[config.mk]
export PLATFORM = sky130hd
export DESIGN_NAME = apu_playback
export DESIGN_NICKNAME = d
export VERILOG_FILES = /design/src/apu_pkg.sv /design/src/apu_ser_if.sv /design/src/apu_playback.sv /design/src/apu_serial.sv
export SDC_FILE = /design/constraint.sdc
export NUM_CORES = 2
export LEC_CHECK = 0
export BUFFER_PORTS_ARGS = -buffer_cell sky130_fd_sc_hd__buf_2
export CORE_ASPECT_RATIO = 1.1
export CORE_MARGIN = 10
export CORE_UTILIZATION = 60
export DETAILED_ROUTE_END_ITERATION = 12
export GPL_TIMING_DRIVEN = 0
export PLACE_DENSITY = 0.82
export SYNTH_ARGS = -nofsm -noshare
export SYNTH_HDL_FRONTEND = slang
export SYNTH_HIERARCHICAL = 1
export SYNTH_SLANG_ARGS = --single-unit
export TNS_END_PERCENT = 20
[constraint.sdc]
create_clock -name sys_clk -period 7.65 [get_ports sys_clk]
set_clock_uncertainty 0.15 [all_clocks]
set_input_delay 1.53 -clock sys_clk [delete_from_list [all_inputs] [get_ports sys_clk]]
set_output_delay 1.53 -clock sys_clk [all_outputs]
set_load 0.005 [all_outputs]
[src/apu_pkg.sv]
// Package: register map, field positions and constants of the playback upconverter
package apu_pkg;
	localparam logic [15:0] ADDR_RATE_LO = 16'hfc34;
	localparam logic [15:0] ADDR_RATE_HI = 16'hfc35;
	localparam logic [15:0] ADDR_LEFT_LO = 16'hfc36;
	localparam logic [15:0] ADDR_LEFT_HI = 16'hfc37;
	localparam logic [15:0] ADDR_RIGHT_LO = 16'hfc38;
	localparam logic [15:0] ADDR_RIGHT_HI = 16'hfc39;
	localparam logic [15:0] ADDR_VOLUME = 16'hfec0;
	localparam logic [15:0] ADDR_MODE = 16'hfed9;
	localparam logic [15:0] ADDR_IRQ_STAT = 16'hfeda;
	localparam logic [15:0] ADDR_IRQ_MASK = 16'hfedb;
	localparam logic [15:0] REG_RESET = 16'h0000;
	localparam int MODE_EXT3M_BIT = 12;
	localparam int MODE_DOUBLE_BIT = 11;
	localparam int MODE_MASK_LSB = 4;
	localparam int MODE_MASK_MSB = 10;
	localparam int MODE_LIMIT_LSB = 0;
	localparam int MODE_LIMIT_MSB = 2;
	localparam int VOL_LFINE_LSB = 12;
	localparam int VOL_LCOARSE_LSB = 8;
	localparam int VOL_RFINE_LSB = 4;
	localparam int VOL_RCOARSE_LSB = 0;
	localparam int IRQ_SAMPLE_BIT = 0;
	localparam int IRQ_WIDTH = 1;
	localparam int ACC_WIDTH = 20;
	// Accumulator carries per input sample: 2^27 rate divisor over a 2^20 accumulator
	localparam logic [6:0] SMP_DIV_LAST = 7'h7f;
	localparam int SAMPLE_WIDTH = 24;
	localparam int GAIN_WIDTH = 16;
	localparam logic [3:0] FINE_MAX = 4'hb;
	// Unity gain in Q1.14 and the eleven 0.5 dB step factors
	localparam logic [15:0] GAIN_UNITY = 16'h4000;
	localparam int SYS_CLK_MHZ = 100;
	localparam int EXT_CLK_6M_MHZ = 6;
	localparam int EXT_CLK_3M_MHZ = 3;
	// Half periods of the derived clocks, rounded down
	localparam logic [4:0] HALF_6M = 5'(SYS_CLK_MHZ / (2 * EXT_CLK_6M_MHZ));
	localparam logic [4:0] HALF_3M = 5'(SYS_CLK_MHZ / (2 * EXT_CLK_3M_MHZ));
	localparam int SER_BITS = 32;
endpackage : apu_pkg

[src/apu_ser_if.sv]
// Interface: frame hand-off from playback core to serial converter driver
`timescale 1ns/100ps
`default_nettype none
interface apu_ser_if;
	logic load;
	logic ext3m;
	logic run;
	logic [23:0] left;
	logic [23:0] right;
	modport core (output load, output ext3m, output run, output left, output right);
	modport ser (input load, input ext3m, input run, input left, input right);
endinterface : apu_ser_if
`default_nettype wire

[src/apu_playback.sv]
// Module: primary playback rate accumulator, sample registers, volume and interrupt
`timescale 1ns/100ps
`default_nettype none
module apu_playback (
	input wire logic sys_clk,
	input wire logic arst_n,
	input wire logic [15:0] reg_addr,
	input wire logic [15:0] reg_wdata,
	input wire logic reg_wr,
	input wire logic reg_rd,
	output logic [15:0] reg_rdata,
	output logic irq,
	output logic dac_clk_en,
	output logic dac_strobe,
	output logic [23:0] dac_left,
	output logic [23:0] dac_right,
	output logic ext_clk_out,
	output logic left_serial_out,
	output logic right_serial_out
);
	// ****************************************
	// Registers
	// ****************************************
	logic [15:0] rate_lo_ff;
	logic [3:0] rate_hi_ff;
	logic [15:0] left_lo_ff;
	logic [15:0] left_hi_ff;
	logic [15:0] right_lo_ff;
	logic [15:0] right_hi_ff;
	logic [15:0] volume_ff;
	logic [12:0] mode_ff;
	logic [0:0] irq_stat_ff;
	logic [0:0] irq_mask_ff;
	logic [15:0] rdata_ff;
	logic [19:0] acc_ff;
	logic [2:0] fine_cnt_ff;
	logic [23:0] cap_left_ff;
	logic [23:0] cap_right_ff;
	logic cap_valid_ff;
	logic [6:0] smp_div_ff;

	logic [19:0] rate_inc;
	logic running;
	logic fine_extra;
	logic [20:0] acc_sum;
	logic rollover;
	logic acc_carry;
	logic [2:0] fine_limit;
	logic [6:0] fine_mask;
	logic [2:0] nxt_fine_cnt;
	logic [15:0] rd_mux;
	logic [0:0] irq_clear;
	logic [23:0] nxt_left;
	logic [23:0] nxt_right;

	apu_ser_if ser_bus ();

	// ****************************************
	// Functions
	// ****************************************
	// 10^(n/40) in Q1.14; values above 11 fall back to unity
	function automatic logic [15:0] fine_factor(input logic [3:0] code);
		logic [15:0] f;
		case (code)
			4'h0: f = 16'h4000;
			4'h1: f = 16'h43cb;
			4'h2: f = 16'h47cf;
			4'h3: f = 16'h4c10;
			4'h4: f = 16'h5092;
			4'h5: f = 16'h5558;
			4'h6: f = 16'h5a67;
			4'h7: f = 16'h5fc2;
			4'h8: f = 16'h656f;
			4'h9: f = 16'h6b72;
			4'ha: f = 16'h71cf;
			4'hb: f = 16'h788e;
			default: f = apu_pkg::GAIN_UNITY;
		endcase
		return f;
	endfunction : fine_factor

	// Shift then gain; gain tops out near +5.5 dB, so full scale input may clip
	function automatic logic [23:0] apply_volume(input logic [23:0] smp, input logic [3:0] coarse,
			input logic [3:0] fine);
		logic signed [23:0] shifted;
		logic signed [40:0] prod;
		logic signed [40:0] scaled;
		shifted = $signed(smp) >>> coarse;
		prod = shifted * $signed({1'b0, fine_factor(fine)});
		scaled = prod >>> 14;
		if (scaled > 41'sh000007fffff) begin
			apply_volume = 24'h7fffff;
		end else if (scaled < -41'sh00000800000) begin
			apply_volume = 24'h800000;
		end else begin
			apply_volume = scaled[23:0];
		end
	endfunction : apply_volume

	function automatic logic addr_is(input logic [15:0] a, input logic [15:0] ref_addr);
		return a == ref_addr;
	endfunction : addr_is

	// ****************************************
	// Rate accumulator
	// ****************************************
	assign rate_inc = {rate_hi_ff, rate_lo_ff};
	assign running = (rate_inc != 20'h00000);
	assign fine_limit = mode_ff[apu_pkg::MODE_LIMIT_MSB:apu_pkg::MODE_LIMIT_LSB];
	assign fine_mask = mode_ff[apu_pkg::MODE_MASK_MSB:apu_pkg::MODE_MASK_LSB];
	assign fine_extra = (fine_limit != 3'h0) && fine_mask[fine_cnt_ff];
	assign nxt_fine_cnt = (fine_cnt_ff >= fine_limit) ? 3'h0 : fine_cnt_ff + 3'h1;
	// Double rate adds the increment twice, so the carry comes twice as often
	assign acc_sum = mode_ff[apu_pkg::MODE_DOUBLE_BIT] ?
		{1'b0, acc_ff} + {1'b0, rate_inc} + {1'b0, rate_inc} + {20'h00000, fine_extra} :
		{1'b0, acc_ff} + {1'b0, rate_inc} + {20'h00000, fine_extra};
	assign acc_carry = running && acc_sum[20];
	// One input sample per 128 carries; the carry itself only advances the sample divider
	assign rollover = acc_carry && (smp_div_ff == apu_pkg::SMP_DIV_LAST);

	// System clock stands in for the crystal; no PLL path feeds this logic
	always_ff @(posedge sys_clk or negedge arst_n) begin
		if (!arst_n) begin
			acc_ff <= 20'h00000;
			fine_cnt_ff <= 3'h0;
			smp_div_ff <= 7'h00;
		end else if (!running) begin
			acc_ff <= 20'h00000;
			fine_cnt_ff <= 3'h0;
			smp_div_ff <= 7'h00;
		end else begin
			acc_ff <= acc_sum[19:0];
			smp_div_ff <= acc_carry ? smp_div_ff + 7'h01 : smp_div_ff;
			fine_cnt_ff <= (fine_limit == 3'h0) ? 3'h0 : nxt_fine_cnt;
		end
	end

	// ****************************************
	// Sample capture and volume
	// ****************************************
	assign nxt_left = {left_hi_ff, left_lo_ff[15:8]};
	assign nxt_right = {right_hi_ff, right_lo_ff[15:8]};

	always_ff @(posedge sys_clk or negedge arst_n) begin
		if (!arst_n) begin
			cap_left_ff <= 24'h000000;
			cap_right_ff <= 24'h000000;
			cap_valid_ff <= 1'b0;
		end else begin
			cap_valid_ff <= rollover;
			if (rollover) begin
				cap_left_ff <= nxt_left;
				cap_right_ff <= nxt_right;
			end
		end
	end

	always_ff @(posedge sys_clk or negedge arst_n) begin
		if (!arst_n) begin
			dac_left <= 24'h000000;
			dac_right <= 24'h000000;
			dac_strobe <= 1'b0;
			dac_clk_en <= 1'b0;
		end else begin
			dac_strobe <= cap_valid_ff;
			dac_clk_en <= running;
			if (cap_valid_ff) begin
				dac_left <= apply_volume(cap_left_ff, volume_ff[11:8], volume_ff[15:12]);
				dac_right <= apply_volume(cap_right_ff, volume_ff[3:0], volume_ff[7:4]);
			end
		end
	end

	assign ser_bus.load = dac_strobe;
	assign ser_bus.left = dac_left;
	assign ser_bus.right = dac_right;
	assign ser_bus.run = running;
	assign ser_bus.ext3m = mode_ff[apu_pkg::MODE_EXT3M_BIT];

	apu_serial u_serial (
		.sys_clk(sys_clk),
		.arst_n(arst_n),
		.fr(ser_bus.ser),
		.ext_clk_out(ext_clk_out),
		.left_serial_out(left_serial_out),
		.right_serial_out(right_serial_out)
	);

	// ****************************************
	// Register bus
	// ****************************************
	assign irq_clear = (reg_wr && addr_is(reg_addr, apu_pkg::ADDR_IRQ_STAT)) ?
		reg_wdata[0:0] : 1'b0;

	always_ff @(posedge sys_clk or negedge arst_n) begin
		if (!arst_n) begin
			rate_lo_ff <= apu_pkg::REG_RESET;
			rate_hi_ff <= 4'h0;
			left_lo_ff <= apu_pkg::REG_RESET;
			left_hi_ff <= apu_pkg::REG_RESET;
			right_lo_ff <= apu_pkg::REG_RESET;
			right_hi_ff <= apu_pkg::REG_RESET;
			volume_ff <= apu_pkg::REG_RESET;
			mode_ff <= 13'h0000;
			irq_mask_ff <= 1'b0;
		end else if (reg_wr) begin
			if (addr_is(reg_addr, apu_pkg::ADDR_RATE_LO)) rate_lo_ff <= reg_wdata;
			if (addr_is(reg_addr, apu_pkg::ADDR_RATE_HI)) rate_hi_ff <= reg_wdata[3:0];
			if (addr_is(reg_addr, apu_pkg::ADDR_LEFT_LO)) left_lo_ff <= {reg_wdata[15:8], 8'h00};
			if (addr_is(reg_addr, apu_pkg::ADDR_LEFT_HI)) left_hi_ff <= reg_wdata;
			if (addr_is(reg_addr, apu_pkg::ADDR_RIGHT_LO)) right_lo_ff <= {reg_wdata[15:8], 8'h00};
			if (addr_is(reg_addr, apu_pkg::ADDR_RIGHT_HI)) right_hi_ff <= reg_wdata;
			if (addr_is(reg_addr, apu_pkg::ADDR_VOLUME)) volume_ff <= reg_wdata;
			// Mode keeps bits 12:0 as written except bit 3, which always reads zero; software idles the rate first
			if (addr_is(reg_addr, apu_pkg::ADDR_MODE)) begin
				mode_ff <= {reg_wdata[12:4], 1'b0, reg_wdata[2:0]};
			end
			if (addr_is(reg_addr, apu_pkg::ADDR_IRQ_MASK)) irq_mask_ff <= reg_wdata[0:0];
		end
	end

	// Set wins over a same-cycle clear
	always_ff @(posedge sys_clk or negedge arst_n) begin
		if (!arst_n) begin
			irq_stat_ff <= 1'b0;
		end else begin
			irq_stat_ff <= (irq_stat_ff & ~irq_clear) | rollover;
		end
	end

	assign irq = |(irq_stat_ff & irq_mask_ff);

	always_comb begin
		rd_mux = 16'h0000;
		case (reg_addr)
			apu_pkg::ADDR_RATE_LO: rd_mux = rate_lo_ff;
			apu_pkg::ADDR_RATE_HI: rd_mux = {12'h000, rate_hi_ff};
			apu_pkg::ADDR_LEFT_LO: rd_mux = left_lo_ff;
			apu_pkg::ADDR_LEFT_HI: rd_mux = left_hi_ff;
			apu_pkg::ADDR_RIGHT_LO: rd_mux = right_lo_ff;
			apu_pkg::ADDR_RIGHT_HI: rd_mux = right_hi_ff;
			apu_pkg::ADDR_VOLUME: rd_mux = volume_ff;
			apu_pkg::ADDR_MODE: rd_mux = {3'h0, mode_ff};
			apu_pkg::ADDR_IRQ_STAT: rd_mux = {15'h0000, irq_stat_ff};
			apu_pkg::ADDR_IRQ_MASK: rd_mux = {15'h0000, irq_mask_ff};
			default: rd_mux = 16'h0000;
		endcase
	end

	always_ff @(posedge sys_clk or negedge arst_n) begin
		if (!arst_n) begin
			rdata_ff <= 16'h0000;
		end else begin
			rdata_ff <= reg_rd ? rd_mux : 16'h0000;
		end
	end

	assign reg_rdata = rdata_ff;
endmodule : apu_playback
`default_nettype wire

[src/apu_serial.sv]
// Module: external serial converter clock and data driver
`timescale 1ns/100ps
`default_nettype none
module apu_serial (
	input wire logic sys_clk,
	input wire logic arst_n,
	apu_ser_if.ser fr,
	output logic ext_clk_out,
	output logic left_serial_out,
	output logic right_serial_out
);
	logic [4:0] div_cnt_ff;
	logic clk6_ff;
	logic clk3_ff;
	logic [23:0] lsh_ff;
	logic [23:0] rsh_ff;
	logic [4:0] nxt_div_cnt;
	logic half_done;
	logic fall6;

	// Data bit period fixed by the 6 MHz clock; rounding makes it slightly fast
	localparam logic [4:0] HALF_LIM = apu_pkg::HALF_6M;
	assign half_done = (div_cnt_ff == HALF_LIM - 5'h01);
	assign nxt_div_cnt = half_done ? 5'h00 : div_cnt_ff + 5'h01;
	assign fall6 = half_done && clk6_ff;
	assign ext_clk_out = fr.ext3m ? clk3_ff : clk6_ff;

	always_ff @(posedge sys_clk or negedge arst_n) begin
		if (!arst_n) begin
			div_cnt_ff <= 5'h00;
			clk6_ff <= 1'b0;
			clk3_ff <= 1'b0;
		end else if (!fr.run) begin
			div_cnt_ff <= 5'h00;
			clk6_ff <= 1'b0;
			clk3_ff <= 1'b0;
		end else begin
			div_cnt_ff <= nxt_div_cnt;
			if (half_done) begin
				clk6_ff <= ~clk6_ff;
			end
			if (fall6) begin
				clk3_ff <= ~clk3_ff;
			end
		end
	end

	always_ff @(posedge sys_clk or negedge arst_n) begin
		if (!arst_n) begin
			lsh_ff <= 24'h000000;
			rsh_ff <= 24'h000000;
			left_serial_out <= 1'b0;
			right_serial_out <= 1'b0;
		end else if (fr.load) begin
			lsh_ff <= fr.left;
			rsh_ff <= fr.right;
		end else if (fall6) begin
			left_serial_out <= lsh_ff[23];
			right_serial_out <= rsh_ff[23];
			lsh_ff <= {lsh_ff[22:0], 1'b0};
			rsh_ff <= {rsh_ff[22:0], 1'b0};
		end
	end
endmodule : apu_serial
`default_nettype wire

==> metrics.yaml <==
status:
  status: "finished, violations left"
  violations: "capacitance limit, slew limit, setup timing"
die:
  rows: 103
  start_util_pct: 60.2
  die-area_um2: 82900
  core_area_um2: 71500
  die_h_um: 301
  ios: 106
  dieWidth_um: 276
critical_path:
  worstPathRequired_ns: 8.01
  cp_slowest_stage_delay_ns: 0.56
  critPathLaunchType: "flop"
  critPathSlowestCell: "fa_1"
  critPathMostFrequentCell: "fa_1"
  crit_path_end_kind: "flop"
  worstSetupPathType: "flop to flop"
  cp_top_family: "adder cells"
  cp_num_buf_inv: 9
  critPathArrivalTime_ns: 8.77
  critPathMaxFanout: 5
cts:
  h-tree-depth: 1
  clock-root-buffer: "clkbuf_16"
  cts.sinks: 300
  clockBufferDepth: 3
  clk_latency_ns: 0.62
  cts_tree: "yes"
  clkTransAtPathRegs_ns: 0.07
  cts_made_buffers: 30
min_path:
  hp-class: "flop to flop"
synthesis:
  ys.flop_type: "dfrtp_1"
  synth_area_um2: 43100
  syn_area_per_cell_um2: 9.08
  synthCells: 4745
  ys_ff_latch: 300
  yosys_warnings: 6
  async_reset_ff_share_pct: 100
  synth_edf_count: 0
  synth_seq_area_share_pct: 17.4
  synth_nets: 5736
  ys_types: 93
run:
  drv_cap: 1
timing:
  worst_slew_pin_slew_ns: 1.51
  setup_tns_ns: -29.67
  setup_viol: 48
  layout_setup_ws_ns: -0.760
  max_slew_margin_pct: -0.497
  hold-worst-slack_ns: 0.312
  maxSlewViolCount: 18
  period_needed_ns: 8.41
  fin_crit_sh_pct: 110
  hold_viol_final: 0
  rsz0062_at_grt: "yes"
  max_freq_mhz: 119
power_and_ir_drop:
  p_total_w: 0.00323
  ir_drop_uv: 209
  p_leak_nw: 25.3
  pwr_density_cell_nw_per_um2: 64.6
drt:
  wirelength_mm: 131
  wl_per_cell_um: 21.9
  drc: 0
  vias: 36800
  dr.pass1.iters: 8
  ant_nets: 0
  vias_per_cell: 6.12
  drt_iter0_markers: 4062
global_routing:
  grt_max_degree: 130
  gr-total-overflow: 0
  grt_pass1_wl_mm: 202
  grt.total_usage_pct: 30.5
  first_global_vias: 38800
  antenna_found_initial: 0
final_layout:
  drive_gt1_share_pct: 20.0
  final_common_cell: "inv_1"
  fin_cells: 6009
  syn_to_final_growth_pct: 16.2
  fillCellCount: 4867
  final_core_util_pct: 70.0
  fin_nets: 6035
  final_cell_mix: "inv_1 (901), fa_1 (675), nand2_1 (626)"
  diodes: 0
place:
  portBuffers: 102
  dpl.cell_count: 5794
  gp_congestion: 0.967
  hpwl_mm: 94.5
==> Yosys cell counts (all sizes together) (20+ instances only) <==
cell	number	area share, %
a31oi	84	1.3
clkbuf	207	1.8
o21ai	151	1.8
o21a	20	0.35
nand2b	23	0.33
mux2i	53	1.2
dfrtp	300	17
a21oi	239	2.8
a21o	53	0.92
ha	253	7.3
buf	31	0.44
nor2	265	2.3
inv	929	8.1
xnor2	80	1.7
and3	25	0.36
xor2	26	0.56
and2	37	0.54
a211oi	26	0.51
nor2b	162	2.4
nand2	642	5.6
a22oi	22	0.38
fa	702	33
nor3	25	0.29
mux2	164	4.7
nand3	31	0.37
==> metal layers <==
metal | part of all wire [%] | wire length, um | global-route usage [%] | up-vias
li1 | - | - | - | 15500
met1 | 34 | 45300 | 36.0 | 18200
met2 | 48 | 63500 | 51.1 | 2381
met3 | 9.6 | 12600 | 5.53 | 726
met4 | 7.7 | 10100 | 18.6 | 0
met5 | 0 | 0 | 0 | -
==> flip-flops by register name, summed over array words and instances, names as in the netlist, 20 cells and up <==
signal           count
cap_left_ff         24
cap_right_ff        24
dac_left            24
dac_right           24
u_serial/lsh_ff     24
u_serial/rsh_ff     24
acc_ff              20
==> logic make-up (layout without fill, tap and decap cells) <==
group	Yosys count	in the layout	share of synthesized area (%)
muxes	221	221	6.16
AOI/OAI and AO/OA	710	710	10.3
xor gates and xnor gates	106	106	2.22
and+or+nand+nor	1284	1284	13.6
DFF	300	300	17.4
adders and majority gates	955	955	40.0
buffers and inverters	1169	1488	10.4
==> path summary, 6_finish.rpt <==
check	startpoint	endpoint	slack, ns	depth (start not counted)
max	volume_ff[1]$_DFFE_PN0P_	dac_right[20]$_DFFE_PN0P_	-0.76	33
min	u_serial/div_cnt_ff[0]$_DFF_PN0_	u_serial/div_cnt_ff[0]$_DFF_PN0_	0.31	1
max reg2reg	volume_ff[1]$_DFFE_PN0P_	dac_right[20]$_DFFE_PN0P_	-0.76	33
min reg2reg	u_serial/div_cnt_ff[0]$_DFF_PN0_	u_serial/div_cnt_ff[0]$_DFF_PN0_	0.31	1
max in group asynchronous	arst_n	volume_ff[0]$_DFFE_PN0P_	5.03	3
min in group asynchronous	arst_n	u_serial/rsh_ff[4]$_DFFE_PN0P_	0.71	1
==> stage by stage <==
stage	cell area [um2]	setup WS [ns]
after floorplan	43300	-0.00546
after global placement	45000	-1.98
after detailed placement	45100	-2.10
after CTS	49100	-0.426
after global routing	50100	-1.02
final	50100	-0.760
==> what timing repair did <==
action,4_1_cts,5_1_grt
buffers inserted,130,35
hold buffers,0,0
setup endpoints to repair,48,48
gates cloned,7,3
pin swaps,96,85
resized for setup,522,205
==> power by group <==
group | switching, W | leakage, nW | internal, W
Clock | 0.000674 | 0.504 | 0.000902
Sequential | 0.000000357 | 4.19 | 0.00159
Combinational | 0.0000566 | 20.6 | 0.0000138
Total | 0.000731 | 25.3 | 0.00250
==> final cells by class <==
type	count	area [um2]	area share, %
clock inverters	10	166	0.332
inverters	931	3520	7.04
well taps	945	1180	2.36
plain buffers	228	1660	3.32
clock buffers	42	876	1.75
repair buffers	277	2050	4.09
multi-input cells	3276	33100	66.1
flip-flops and latches	300	7510	15.0
(Power assumes the default switching activity.)
